<file path="config.mk">
export PLATFORM = sky130hd
export DESIGN_NAME = purs_sequencer
export DESIGN_NICKNAME = d
export VERILOG_FILES = /design/src/rtl/purs_edge.v /design/src/rtl/purs_sequencer.v /design/src/rtl/purs_sync.v
export VERILOG_INCLUDE_DIRS = /design/src /design/src/inc
export SDC_FILE = /design/constraint.sdc
export NUM_CORES = 1
export LEC_CHECK = 0
export ABC_AREA = 1
export CORE_UTILIZATION = 56
export DETAILED_ROUTE_END_ITERATION = 8
export DONT_BUFFER_PORTS = 1
export PLACE_DENSITY = 0.72
export REMOVE_ABC_BUFFERS = 1
export SLEW_MARGIN = 20
export SYNTH_ARGS = -nofsm -noshare
export SYNTH_HDL_FRONTEND = slang
export SYNTH_HIERARCHICAL = 1
export SYNTH_SLANG_ARGS = --single-unit
</file>
<file path="constraint.sdc">
create_clock -name mclk_in -period 1.8 [get_ports mclk_in]
set_clock_uncertainty 0.15 [all_clocks]
set_input_delay 0.09 -clock mclk_in [delete_from_list [all_inputs] [get_ports mclk_in]]
set_output_delay 0.09 -clock mclk_in [all_outputs]
set_load 0.01 [all_outputs]
</file>
<file path="src/inc/purs_defines.vh">
`ifndef PURS_DEFINES_VH
`define PURS_DEFINES_VH
// power-up delay period in internal rc oscillator cycles
`define PURS_DELAY_CYCLES 16'h1000
`define PURS_CNT_W 16
// oscillator settle length in main oscillator input cycles
`define PURS_SETTLE_CYCLES 16'h0400
// oscillator mode codes
`define PURS_OSC_LOW_POWER 2'h0
`define PURS_OSC_MEDIUM 2'h1
`define PURS_OSC_HIGH_SPEED 2'h2
`define PURS_OSC_RC 2'h3
`endif

</file>
<file path="src/rtl/purs_edge.v">
`timescale 1ns/10ps
`include "purs_defines.vh"
// one-cycle enable on each rising edge of a synchronised clock level
module purs_edge (
   input wire mclk_in,
   input wire reset_in,
   input wire lvl_in,
   output wire tick_out
);
   reg prev_q;
   always @(posedge mclk_in or posedge reset_in) begin
      if (reset_in) begin
         prev_q <= 1'b0;
      end else begin
         prev_q <= lvl_in;
      end
   end
   assign tick_out = lvl_in & ~prev_q;
endmodule // purs_edge

</file>
<file path="src/rtl/purs_sequencer.v">
`timescale 1ns/10ps
`include "purs_defines.vh"
// Contract
// - rising supply detector crossing produces an internal power-on reset pulse.
// - after power-on, delay timer and oscillator settle timer hold reset per configuration.
// - external reset pin acts only when its select bit is one.
// - power-up delay runs only for power-up type resets.
// - on power-on, the delay timer starts with the power-on pulse.
// - on low-supply reset, the delay starts when supply recovers.
// - delay timer counts internal rc oscillator cycles, not main oscillator.
// - device stays in reset while the delay timer is active.
// - configuration bit enables the delay timer for power-on only.
// - after low-supply reset the delay timer always runs.
// - settle timer follows the delay and counts 1024 main oscillator cycles.
// - settle timer runs only in crystal modes, on power-up or wake-up.
// - supply dip during delay re-enters low-supply reset and restarts timer.
// - delay timer configuration bit is active low.
module purs_sequencer #(
   parameter [15:0] DELAY_CYCLES = `PURS_DELAY_CYCLES
) (
   input wire mclk_in,
   input wire reset_in,
   input wire supply_rise_in,
   input wire low_supply_in,
   input wire low_supply_reset_en_in,
   input wire external_reset_pin_n_in,
   input wire external_reset_pin_select_in,
   input wire power_up_delay_timer_en_n_in,
   input wire [1:0] osc_mode_in,
   input wire wake_up_in,
   input wire rc_osc_in,
   input wire main_oscillator_input_in,
   output wire device_reset_out,
   output reg por_pulse_out,
   output reg delay_active_out,
   output reg settle_active_out,
   output reg low_supply_reset_out
);
   // sequencer states
   localparam [1:0] ST_HOLD = 2'h0;
   localparam [1:0] ST_DELAY = 2'h1;
   localparam [1:0] ST_SETTLE = 2'h2;
   localparam [1:0] ST_RUN = 2'h3;
   // counter constants
   localparam [`PURS_CNT_W-1:0] CNT_ZERO = 16'h0000;
   localparam [`PURS_CNT_W-1:0] CNT_ONE = 16'h0001;
   localparam [`PURS_CNT_W-1:0] DELAY_LAST = DELAY_CYCLES - CNT_ONE;
   localparam [`PURS_CNT_W-1:0] SETTLE_LAST = `PURS_SETTLE_CYCLES - CNT_ONE;
   // synchroniser channels: rise, low, pin, rc, main oscillator
   localparam [4:0] SYNC_IDLE = 5'h04;

   // raw and synchronised pin levels
   wire [4:0] raw_w;
   wire [4:0] sync_w;
   wire rise_s;
   wire low_s;
   wire pin_n_s;
   wire rc_s;
   wire osc_s;

   // one-cycle enables from the slow clocks
   wire rc_tick;
   wire osc_tick;

   // decoded conditions
   wire por_evt;
   wire low_now;
   wire pin_rst;
   wire crystal;
   wire delay_en;
   wire delay_done;
   wire settle_done;

   // state and counters
   reg rise_prev_q;
   reg [1:0] state_q;
   reg [1:0] state_d;
   reg [`PURS_CNT_W-1:0] delay_cnt_q;
   reg [`PURS_CNT_W-1:0] delay_cnt_d;
   reg [`PURS_CNT_W-1:0] settle_cnt_q;
   reg [`PURS_CNT_W-1:0] settle_cnt_d;
   reg settle_req_q;
   reg settle_req_d;

   assign raw_w[0] = supply_rise_in;
   assign raw_w[1] = low_supply_in;
   assign raw_w[2] = external_reset_pin_n_in;
   assign raw_w[3] = rc_osc_in;
   assign raw_w[4] = main_oscillator_input_in;

   genvar g;
   generate
      for (g = 0; g < 5; g = g + 1) begin : g_sync
         purs_sync #(
            .RST_VAL(SYNC_IDLE[g])
         ) u_sync (
            .mclk_in(mclk_in),
            .reset_in(reset_in),
            .d_in(raw_w[g]),
            .q_out(sync_w[g])
         );
      end
   endgenerate

   assign rise_s = sync_w[0];
   assign low_s = sync_w[1];
   assign pin_n_s = sync_w[2];
   assign rc_s = sync_w[3];
   assign osc_s = sync_w[4];

   // delay timer counts internal rc edges only
   purs_edge u_rc_edge (
      .mclk_in(mclk_in),
      .reset_in(reset_in),
      .lvl_in(rc_s),
      .tick_out(rc_tick)
   );

   // settle timer counts main oscillator edges
   purs_edge u_osc_edge (
      .mclk_in(mclk_in),
      .reset_in(reset_in),
      .lvl_in(osc_s),
      .tick_out(osc_tick)
   );

   // power-on pulse on the rising supply crossing
   assign por_evt = rise_s & ~rise_prev_q;
   assign low_now = low_supply_reset_en_in & low_s;
   assign pin_rst = external_reset_pin_select_in & ~pin_n_s;
   assign crystal = (osc_mode_in == `PURS_OSC_LOW_POWER) |
      (osc_mode_in == `PURS_OSC_MEDIUM) |
      (osc_mode_in == `PURS_OSC_HIGH_SPEED);
   // cleared bit enables the delay, for power-on only
   assign delay_en = ~power_up_delay_timer_en_n_in;
   assign delay_done = (state_q == ST_DELAY) & rc_tick & (delay_cnt_q == DELAY_LAST);
   assign settle_done = (state_q == ST_SETTLE) & osc_tick & (settle_cnt_q == SETTLE_LAST);

   // hold reset through every phase except run; pin and low supply act at once
   assign device_reset_out = (state_q != ST_RUN) | low_now | pin_rst;

   // next state; power-on wins over low supply in the same cycle
   always @* begin
      state_d = state_q;
      if (por_evt) begin
         if (delay_en) begin
            state_d = ST_DELAY;
         end else if (crystal) begin
            state_d = ST_SETTLE;
         end else begin
            state_d = ST_RUN;
         end
      end else if (low_now) begin
         state_d = ST_HOLD;
      end else begin
         case (state_q)
            ST_HOLD: begin
               // low supply ended: delay always runs whatever the bit
               state_d = ST_DELAY;
            end
            ST_DELAY: begin
               if (delay_done) begin
                  state_d = settle_req_q ? ST_SETTLE : ST_RUN;
               end
            end
            ST_SETTLE: begin
               if (settle_done) begin
                  state_d = ST_RUN;
               end
            end
            ST_RUN: begin
               if (wake_up_in && crystal) begin
                  state_d = ST_SETTLE;
               end
            end
            default: begin
               state_d = ST_HOLD;
            end
         endcase
      end
   end

   // delay counter restarts on every entry and on a new power-on
   always @* begin
      delay_cnt_d = delay_cnt_q;
      if (por_evt || (state_q != ST_DELAY) || (state_d != ST_DELAY)) begin
         delay_cnt_d = CNT_ZERO;
      end else if (rc_tick) begin
         delay_cnt_d = delay_cnt_q + CNT_ONE;
      end
   end

   // settle counter restarts on every entry and on a new power-on
   always @* begin
      settle_cnt_d = settle_cnt_q;
      if (por_evt || (state_q != ST_SETTLE) || (state_d != ST_SETTLE)) begin
         settle_cnt_d = CNT_ZERO;
      end else if (osc_tick) begin
         settle_cnt_d = settle_cnt_q + CNT_ONE;
      end
   end

   // remembers whether the settle phase follows the delay
   always @* begin
      settle_req_d = settle_req_q;
      if (por_evt || low_now) begin
         settle_req_d = crystal;
      end else if (settle_done) begin
         settle_req_d = 1'b0;
      end
   end

   // state register
   always @(posedge mclk_in or posedge reset_in) begin
      if (reset_in) begin
         state_q <= ST_HOLD;
      end else begin
         state_q <= state_d;
      end
   end

   // counters and settle request
   always @(posedge mclk_in or posedge reset_in) begin
      if (reset_in) begin
         delay_cnt_q <= CNT_ZERO;
         settle_cnt_q <= CNT_ZERO;
         settle_req_q <= 1'b0;
      end else begin
         delay_cnt_q <= delay_cnt_d;
         settle_cnt_q <= settle_cnt_d;
         settle_req_q <= settle_req_d;
      end
   end

   // supply rise edge detector
   always @(posedge mclk_in or posedge reset_in) begin
      if (reset_in) begin
         rise_prev_q <= 1'b0;
      end else begin
         rise_prev_q <= rise_s;
      end
   end

   // registered status outputs
   always @(posedge mclk_in or posedge reset_in) begin
      if (reset_in) begin
         por_pulse_out <= 1'b0;
         delay_active_out <= 1'b0;
         settle_active_out <= 1'b0;
         low_supply_reset_out <= 1'b0;
      end else begin
         por_pulse_out <= por_evt;
         delay_active_out <= (state_d == ST_DELAY);
         settle_active_out <= (state_d == ST_SETTLE);
         low_supply_reset_out <= low_now;
      end
   end
endmodule // purs_sequencer

</file>
<file path="src/rtl/purs_sync.v">
`timescale 1ns/10ps
`include "purs_defines.vh"
// three-stage pin synchroniser; output changes when stages two and three agree
module purs_sync #(
   parameter [0:0] RST_VAL = 1'b0
) (
   input wire mclk_in,
   input wire reset_in,
   input wire d_in,
   output reg q_out
);
   reg s1_q;
   reg s2_q;
   reg s3_q;
   always @(posedge mclk_in or posedge reset_in) begin
      if (reset_in) begin
         // stages start at the pin's idle level so no false change follows reset
         s1_q <= RST_VAL;
         s2_q <= RST_VAL;
         s3_q <= RST_VAL;
         q_out <= RST_VAL;
      end else begin
         s1_q <= d_in;
         s2_q <= s1_q;
         s3_q <= s2_q;
         if (s2_q == s3_q) begin
            q_out <= s3_q;
         end
      end
   end
endmodule // purs_sync

</file>
==> flow_metrics.tcl, run 1 <==
set metrics [dict create \
    status "finished, violations left" \
    violations "setup timing" \
    slew_violations 0 \
    ys_seq_elements 62 \
    finalCritPeriodShare_pct 103 \
    core_um2 5070 \
    groute.usage.overall_pct 23.1 \
    yosys_warnings 6 \
    start_util_pct 57.9 \
    cts_buffers 9 \
    syn_area_um2 2940 \
    power.density_nw_per_um2 896 \
    wire_per_inst_um 13.5 \
    antenna_found_initial 0 \
    r2r_slack_ns -0.06 \
    path_class "reg -> reg" \
    io_pins 18 \
    gp_congestion 0.852 \
    final_cell_mix "nand2_1, dfrtp_1, inv_1" \
    yosysUniqueCellTypes 29 \
    dieHeight_um 74.5 \
    slowest_delay_ns 0.39 \
    hold_viol 0 \
    reg2reg_depth 11 \
    cts_root_buffer "clkbuf_8" \
    place_ws_ns -0.0338 \
    vias 2161 \
    use_met2_pct 38.2 \
    cpMaxStageDelayCell "dfrtp_1" \
    crit_path_end_kind "register" \
    r2r-start "delay_cnt_q[1]" \
    first_pass_iters 4 \
    drt-initial-drc-count 66 \
    rsz0062_at_grt "true" \
    min_path_type "in -> async" \
    peakVddDrop_mv 0.623 \
    clk_latency_ns 0.34 \
    grt_max_degree 41 \
    chipWidth_um 74.5 \
    htree_levels 3 \
    viasPerCell 4.96 \
    path_clk_slew_ns 0.06 \
    ys_seq_area_share_pct 52.9 \
    grt_overflow_total 0 \
    critPathArrivalTime_ns 1.93 \
    max_slew_margin_pct 65.5 \
    drive_gt1_share_pct 30.6 \
    total_leakage_power_nw 1.61 \
    fin_util_pct 72.4 \
    fmax_mhz 537 \
    layout_commonest_cell "nand2_1" \
    setup_viol 16 \
    use_met3_pct 4.61 \
    core.rowCount 26 \
    cp-start-kind "register" \
    setup_ws_ns -0.0614 \
    grt_pass1_wl_um 9410 \
    clock_path_buffers 2 \
    crit_start "delay_cnt_q[1]" \
    worst_slew_pin_slew_ns 0.518 \
    drv_cap 0 \
    fin_nets 376 \
    final_cell_area_um2 3670 \
    finalCriticalPeriod_ns 1.86 \
    netlist_instances 312 \
    layout.cells.non_filler 436 \
    path_cells "ha_4 -> nand3_4 -> nor3_4 -> nand3_1 -> nand2_1 -> nand2_2 -> nand2_4 -> nand2_4 -> nand3_4 -> buf_12 -> nor2_4" \
    dpl.hpwl_um 3730 \
    cp.required_ns 1.87 \
    area_delta_synth_final_pct 24.9 \
    grt.busiest_layer "met2" \
    drcViolationCount 0 \
    met1_usage_pct 28.6 \
    r2r-end "delay_cnt_q[2]" \
    detail-route-antenna-nets 0 \
    port_buffers 0 \
    cts_tree "built" \
    hold_ws_ns 0.0279 \
    dieArea_um2 5540 \
    cp-endpoint "delay_cnt_q[2]" \
    place_inst 407 \
    wirelength_um 5890 \
    path_max_fanout 8 \
    numClockSinks 62 \
    avgSynthCellArea_um2 9.42 \
    placed_area_um2 3230 \
    antenna_cells 0 \
    first_global_vias 2176 \
]
## worst min-delay path by stage
stage	from	endpoint	slack, ns	cells past startpoint
after floorplan	reset_in	u_osc_edge/prev_q	-0.33	1
after global placement	reset_in	u_osc_edge/prev_q	-0.33	1
after detailed placement	reset_in	u_rc_edge/prev_q	-0.33	1
after CTS	reset_in	u_osc_edge/prev_q	0.02	2
after global routing	reset_in	u_osc_edge/prev_q	0.04	2
final	reset_in	u_rc_edge/prev_q	0.03	2
## flip-flops by register name, indices dropped and copies added (netlist names)
name / flops
por_pulse_out: 1
delay_cnt_q: 16
delay_active_out: 1
g_sync.u_sync/s2_q: 5
settle_req_q: 1
settle_cnt_q: 16
rise_prev_q: 1
g_sync.u_sync/s3_q: 5
settle_active_out: 1
g_sync.u_sync/s1_q: 5
state_q: 2
low_supply_reset_out: 1
u_osc_edge/prev_q: 1
u_rc_edge/prev_q: 1
g_sync.u_sync/q_out: 5
## cells in the mapped netlist (all sizes together)
cell / n / area share, %
dfstp: 4 / 3.6
inv: 44 / 5.7
nor3: 5 / 1.2
xor2: 14 / 4.2
nand3: 14 / 3.0
dfrtp: 58 / 49
a21oi: 6 / 1.0
buf: 4 / 1.7
nand4: 8 / 2.2
xnor2: 9 / 2.7
nor2: 67 / 13
nand2: 66 / 9.4
mux2i: 2 / 0.68
ha: 2 / 0.85
o21ai: 6 / 1.0
o22ai: 1 / 0.21
nor4: 1 / 0.43
o211ai: 1 / 0.26
## power by group
| part | leakage (nW) | internal (mW) | switching [mW] | total (mW) |
|---|---|---|---|---|
| sequential | 0.801 | 1.47 | 0.0539 | 1.52 |
| combinational | 0.706 | 0.169 | 0.269 | 0.438 |
| clock | 0.106 | 0.777 | 0.554 | 1.33 |
## routing by layer
layer  share of wire [%]  up-vias  wire length (um)
met1                  43     1061              2540
met5                   0        -                 0
met2                  52       40              3090
li1                    -     1051                 -
met3                 2.8        9               167
met4                 1.6        0                92
## final cells by class
type	count	area (um^2)
well taps	70	87.6
multi-input cells	202	1270
fillers	345	1400
repair buffers	42	378
clock inverters	6	86.3
inverters	44	168
clock buffers	10	128
flip-flops and latches	62	1560
## through the flow
step	power (mW)	TNS [ns]
floorplan	1.78	-3.04
global placement	1.92	0
detailed placement	1.93	-0.246
CTS	3.27	-0.00224
global route	3.42	-4.32
finish	3.29	-0.776
## logic make-up (layout without fill, tap and decap cells)
family,after synthesis,after routing,share of synthesized area [%]
multiplexers,2,2,0.681
flip-flops,62,62,52.9
buffers and inverters,48,102,7.40
AND/OR/NAND/NOR,161,161,28.8
adder cells (fa/ha/maj),2,2,0.851
AO/OA/AOI/OAI,14,14,2.51
XOR/XNOR,23,23,6.85
## critical path, delay by kind of cell (launching register included)
kind	cells	cell delay, ns
flops	1	0.39
simple gates	9	0.87
fa+ha+maj	1	0.18
buf+inv	1	0.16
## timing repair
item,CTS,global route
pin swaps,2,12
buffers inserted,1,2
gates resized for setup,5,25
gates cloned,0,0
hold buffers,10,0
hold endpoints to repair,72,0
endpoints found under the setup margin,18,33
Power figures use the tool's default switching activity.
==> run 2: changes to the inputs <==
- CORE_MARGIN: not set -> 10
==> run 2 against run 1 <==
Compared with the run above:
- the run still ends with setup timing left
- register-to-register slack gained 0.04 ns
- sequential share of layout area is essentially flat
- critical endpoint is now delay_cnt_q[13]
- setup slack gained 0.044 ns
- first-iteration DRC count grew 35%
- via count shrank 1.9%
- largest cell class unchanged
- final area is essentially flat
- sequential cell count is the same
- critical path depth grew 2
- die area grew 54%
- critical path type unchanged
==> flow_metrics.tcl, run 2 (same netlist as run 1, synthesis figures left out) <==
set metrics [dict create \
    status "finished, violations left" \
    violations "setup timing" \
    slew_violations 0 \
    finalCritPeriodShare_pct 101 \
    dieArea_um2 8550 \
    antenna_found_initial 0 \
    fin_nets 376 \
    min_path_type "in -> async" \
    dieHeight_um 92.5 \
    placed_area_um2 3220 \
    wirelength_um 5730 \
    crit_path_end_kind "register" \
    gp_congestion 0.860 \
    r2r-end "delay_cnt_q[13]" \
    cts_buffers 9 \
    fmax_mhz 550 \
    io_pins 18 \
    clkPwrFrac_pct 38.7 \
    power_mw 3.19 \
    grt_overflow_total 0 \
    groute.usage.overall_pct 13.9 \
    reg2reg_depth 13 \
    clock_path_buffers 2 \
    cts_tree "built" \
    combPwrFrac_pct 13.6 \
    p_int_mw 2.36 \
    final_cell_area_um2 3670 \
    worst_slew_pin_slew_ns 0.392 \
    drt-initial-drc-count 89 \
    clk_latency_ns 0.34 \
    path_max_fanout 9 \
    htree_levels 3 \
    grt_max_degree 24 \
    switching_share_pct 26.1 \
    first_global_vias 2103 \
    first_pass_iters 4 \
    port_buffers 0 \
    total_leakage_power_nw 1.61 \
    setup_ws_ns -0.0178 \
    path_class "reg -> reg" \
    power.switching_mw 0.835 \
    drcViolationCount 0 \
    cp.required_ns 1.91 \
    dpl.hpwl_um 3950 \
    detail-route-antenna-nets 0 \
    top_regs "delay_cnt_q: 16 flops, settle_cnt_q: 16 flops" \
    r2r_slack_ns -0.02 \
    cp-start-kind "register" \
    drv_cap 0 \
    path_clk_slew_ns 0.07 \
    peakVddDrop_mv 0.771 \
    layout.cells.non_filler 436 \
    finalCriticalPeriod_ns 1.82 \
    vias 2121 \
    start_util_pct 57.6 \
    hold_viol 0 \
    chipWidth_um 92.5 \
    core_um2 5110 \
    antenna_cells 0 \
    numClockSinks 62 \
    grt_pass1_wl_um 9610 \
    cts_root_buffer "clkbuf_8" \
    wire_per_inst_um 13.1 \
    place_inst 405 \
    viasPerCell 4.86 \
    drive_gt1_share_pct 28.4 \
    layout_commonest_cell "nand2_1" \
    area_delta_synth_final_pct 24.8 \
    critPathArrivalTime_ns 1.93 \
    setup_viol 7 \
    max_slew_margin_pct 73.7 \
    rsz0062_at_grt "true" \
    p_seq_share_pct 47.7 \
    fillers 371 \
    r2r-start "g_sync[4].u_sync/q_out" \
    final_cell_mix "nand2_1, dfrtp_1, inv_1" \
    core.rowCount 26 \
    power.density_nw_per_um2 870 \
]
## run 2: what timing repair did
item | CTS | global route
pin swaps | 2 | 5
gates cloned | 0 | 1
endpoints found under the setup margin | 17 | 33
hold endpoints to repair | 72 | 0
gates resized for setup | 4 | 20
buffers inserted | 2 | 2
hold buffers | 10 | 0
## run 2: worst max path at each step
| stage | from | endpoint | slack [ns] |
|---|---|---|---|
| 5_1_grt | settle_cnt_q[0] | delay_cnt_q[13] | -0.15 |
| 3_3_place_gp | u_rc_edge/prev_q | delay_cnt_q[11] | 0.02 |
| 2_1_floorplan | g_sync[4].u_sync/q_out | delay_cnt_q[0] | -0.17 |
| 3_5_place_dp | delay_cnt_q[0] | delay_cnt_q[13] | -0.04 |
| 6_report | g_sync[4].u_sync/q_out | delay_cnt_q[13] | -0.02 |
| 4_1_cts | delay_cnt_q[0] | delay_cnt_q[11] | -0.006 |
## run 2: metrics by stage
| stage | utilization [%] | hold WS, ns | setup slack, ns | setup TNS [ns] |
|---|---|---|---|---|
| 3_3_place_gp | 63.0 | -0.329 | 0.0168 | 0 |
| 3_5_place_dp | 63.0 | -0.329 | -0.0409 | -0.445 |
| 6_report | 71.9 | 0.0319 | -0.0178 | -0.0489 |
| 5_1_grt | 71.9 | 0.0341 | -0.151 | -3.66 |
| 4_1_cts | 69.6 | 0.0140 | -0.00596 | -0.0117 |
| 2_1_floorplan | - | -0.331 | -0.169 | -3.04 |
## run 2: power groups by stage
stage | registers (mW) | clock network, mW | logic [mW]
after floorplan | 1.53 | 0 | 0.245
after global placement | 1.54 | 0 | 0.378
after detailed placement | 1.55 | 0 | 0.390
after CTS | 1.52 | 1.27 | 0.418
after global routing | 1.53 | 1.33 | 0.477
final | 1.52 | 1.24 | 0.434
## run 2: critical path, cell delays in order (launching register included)
cell and delay, ns:
dfrtp_1 0.36, inv_1 0.06, nor2_2 0.12, nand2_1 0.07
nor2_1 0.12, nand3_2 0.09, nor2_2 0.12, nor2_1 0.06
nand2_2 0.08, nand2_4 0.07, nand2_4 0.09, nand3_4 0.10
buf_12 0.18, nor2_1 0.09
## run 2: layout make-up
type / count / area, um^2 / area share [%]
multi-input combinational: 202 / 1250 / 34.2
clock inverter: 5 / 57.6 / 1.57
tap: 70 / 87.6 / 2.39
inverter: 44 / 168 / 4.57
timing repair buffer: 42 / 395 / 10.8
sequential: 62 / 1560 / 42.4
clock buffer: 11 / 151 / 4.13
## run 2: per-layer routing
metal,track usage (%),wire (um),vias to the layer above
li1,-,-,1055
met1,16.0,2440,1039
met2,23.7,3030,23
met3,5.25,221,4
met4,4.24,33,0
met5,0,0,-
==> run 3: changes to the inputs <==
- CORE_UTILIZATION: 56 -> 50
- PLACE_DENSITY: 0.72 -> 0.66
- SYNTH_HIERARCHICAL: 1 -> not set
==> run 3 against run 2 <==
Compared with the run above:
- the flow still finishes with violations (setup timing)
- critical path depth shrank 1
- non-clock buffer count shrank 4
- total power grew 7.9%
- final area grew 0.14%
- synthesized cell count shrank 15%
- hold slack gained 0.025 ns
- area after synthesis shrank 4.4%
- critical path type unchanged
- critical endpoint unchanged
- largest cell class unchanged
- highest routed layer unchanged
==> flow_metrics.tcl, run 3 <==
set metrics [dict create \
    path_clk_slew_ns 0.07 \
    antenna_found_initial 0 \
    crit_top_cell "nand3_4" \
    final_cell_area_um2 3670 \
    synth_area_leaders "dfrtp_1, xor2_1, nand2_1" \
    htree_levels 3 \
    dieArea_um2 9020 \
    first_global_vias 1890 \
    grt_pass1_wl_um 8400 \
    viasPerCell 4.80 \
    yosys_warnings 0 \
    violations "setup timing" \
    setup_viol 5 \
    core.rowCount 27 \
    fin_nets 328 \
    total_leakage_power_nw 1.54 \
    wire_per_inst_um 13.4 \
    switching_share_pct 25.3 \
    synth_top_area_cell "dfrtp_1" \
    area_delta_synth_final_pct 30.8 \
    core_um2 5470 \
    layout_commonest_cell "dfrtp_1" \
    ys_seq_area_share_pct 55.4 \
    finalCriticalPeriod_ns 1.82 \
    cp.required_ns 1.92 \
    worst_slew_pin_slew_ns 0.512 \
    final_cell_mix "dfrtp_1, nand2_1, inv_1, nor2_4" \
    gp_congestion 0.806 \
    peakVddDrop_mv 0.843 \
    p_seq_share_pct 44.0 \
    max_slew_margin_pct 65.8 \
    status "finished, violations left" \
    vias 1872 \
    fin_util_pct 67.1 \
    combPwrFrac_pct 12.1 \
    netlist_instances 266 \
    rsz0062_at_grt "true" \
    path_class "reg -> reg" \
    yosysUniqueCellTypes 31 \
    p_int_mw 2.57 \
    setup_ws_ns -0.0220 \
    regArea_um2 1560 \
    top_regs "delay_cnt_q: 16 flops, settle_cnt_q: 16 flops" \
    slew_violations 0 \
    slowest_delay_ns 0.36 \
    drv_cap 0 \
    finalCritPeriodShare_pct 101 \
    cts_tree "built" \
    drive_gt1_share_pct 35.5 \
    cpMaxStageDelayCell "dfrtp_1" \
    dpl.hpwl_um 3360 \
    first_pass_iters 4 \
    grt_overflow_total 0 \
    antenna_cells 0 \
    cts_root_buffer "clkbuf_8" \
    synthArstFlopShare_pct 100 \
    cts_buffers 9 \
    place_ws_ns 0.00710 \
    power.density_nw_per_um2 938 \
    power_mw 3.45 \
    synthTopCellsByCount "dfrtp_1, nand2_1, nor2_1, inv_1, xor2_1" \
    crit_path_end_kind "register" \
    clock_path_buffers 2 \
    groute.usage.overall_pct 12.0 \
    power.switching_mw 0.872 \
    syn_area_um2 2810 \
    min_path_type "in -> reg" \
    multi_input_area_um2 1270 \
    numClockSinks 62 \
    path_max_fanout 5 \
    start_util_pct 51.3 \
    synth_top_area_share_pct 51.6 \
    detail-route-antenna-nets 0 \
    drcViolationCount 0 \
    fmax_mhz 549 \
    grt_max_degree 23 \
    drt-initial-drc-count 32 \
    avgSynthCellArea_um2 10.6 \
    clkPwrFrac_pct 43.8 \
    yosysMostFrequentCell "dfrtp_1" \
    io_pins 18 \
    critPathArrivalTime_ns 1.94 \
    hold_viol 0 \
    chipWidth_um 95.0 \
    wirelength_um 5230 \
    ys_seq_elements 62 \
    synth_edf_count 0 \
    dieHeight_um 95.0 \
    setup_tns_ns -0.0508 \
    cp-start-kind "register" \
    port_buffers 0 \
    clk_latency_ns 0.35 \
    fillers 402 \
    placed_area_um2 3090 \
    path_cells "ha_2 -> nand3_4 -> nor2_4 -> nand3_4 -> nor2_4 -> nor2_2 -> nand2_2 -> nand2_4 -> nand2_4 -> nand3_4 -> clkbuf_16 -> nor2_2" \
    synth-main-ff-cell "dfrtp_1" \
]
-- run 3: cell types whose count changed after synthesis, sizes merged, moves of 5 or more --
cell / before / now
a21oi: 6 / 1
inv: 44 / 26
maj3: 0 / 5
nand2: 66 / 45
nor2: 67 / 58
xor2: 14 / 21
-- run 3: cell families after synthesis --
| logic type | Yosys count | share of synthesized area, % |
|---|---|---|
| AND/OR/NAND/NOR | 133 | 26.9 |
| buffers and inverters | 28 | 4.45 |
| multiplexers | 2 | 0.712 |
| adder cells (fa/ha/maj) | 7 | 2.67 |
| AO/OA/AOI/OAI | 7 | 1.42 |
| XOR/XNOR | 27 | 8.42 |
| flip-flops | 62 | 55.4 |
-- run 3: final timing paths --
kind / startpoint / slack, ns / cells after the start / to
max: settle_cnt_q[0] / -0.02 / 12 / delay_cnt_q[13]
min: wake_up_in / 0.06 / 7 / state_q[0]
max reg2reg: settle_cnt_q[0] / -0.02 / 12 / delay_cnt_q[13]
min reg2reg: g_sync[0].u_sync.s1_q / 0.20 / 0 / g_sync[0].u_sync.s2_q
max in group asynchronous: reset_in / 0.84 / 3 / g_sync[2].u_sync.s1_q
min in group asynchronous: reset_in / 0.10 / 2 / settle_cnt_q[1]
-- run 3: metrics by stage --
step,std cells,hold WS (ns)
2_1_floorplan,264,-0.0555
3_3_place_gp,357,-0.113
3_5_place_dp,357,-0.107
4_1_cts,383,0.0515
5_1_grt,390,0.106
6_report,390,0.0571
-- run 3: final cells by class --
class,count,area share [%]
repair buffers,38,11.2
multi-input cells,176,34.7
flip-flops and latches,62,42.4
clock inverters,6,3.17
well taps,72,2.45
inverters,26,2.66
clock buffers,10,3.47
-- run 3: worst max-delay path, delay by kind of cell, from the launching register on --
kind	cells	cell delay [ns]
adders and majority gates	1	0.19
buffers and inverters	1	0.20
DFF	1	0.36
and+or+nand+nor	10	0.86
-- run 3: power groups by stage --
stage / sequential [mW] / combinational [mW] / clock [mW]
global route: 1.53 / 0.459 / 1.59
finish: 1.52 / 0.418 / 1.51
detailed placement: 1.54 / 0.344 / 0
floorplan: 1.53 / 0.226 / 0
CTS: 1.51 / 0.363 / 1.53
global placement: 1.54 / 0.340 / 0
-- run 3: timing repair --
action	4_1_cts	5_1_grt
pin swaps	0	8
resized for setup	1	40
cloned	0	2
setup buffers	0	5
hold buffers	10	0
hold endpoints to repair	69	0
endpoints found under the setup margin	6	32
-- run 3: routing by layer --
layer	share of wire [%]	track usage, %	routed length [um]
met5	0	0	0
met4	1.9	6.36	97
met3	3.8	4.04	197
met2	49	19.0	2560
met1	45	14.2	2370
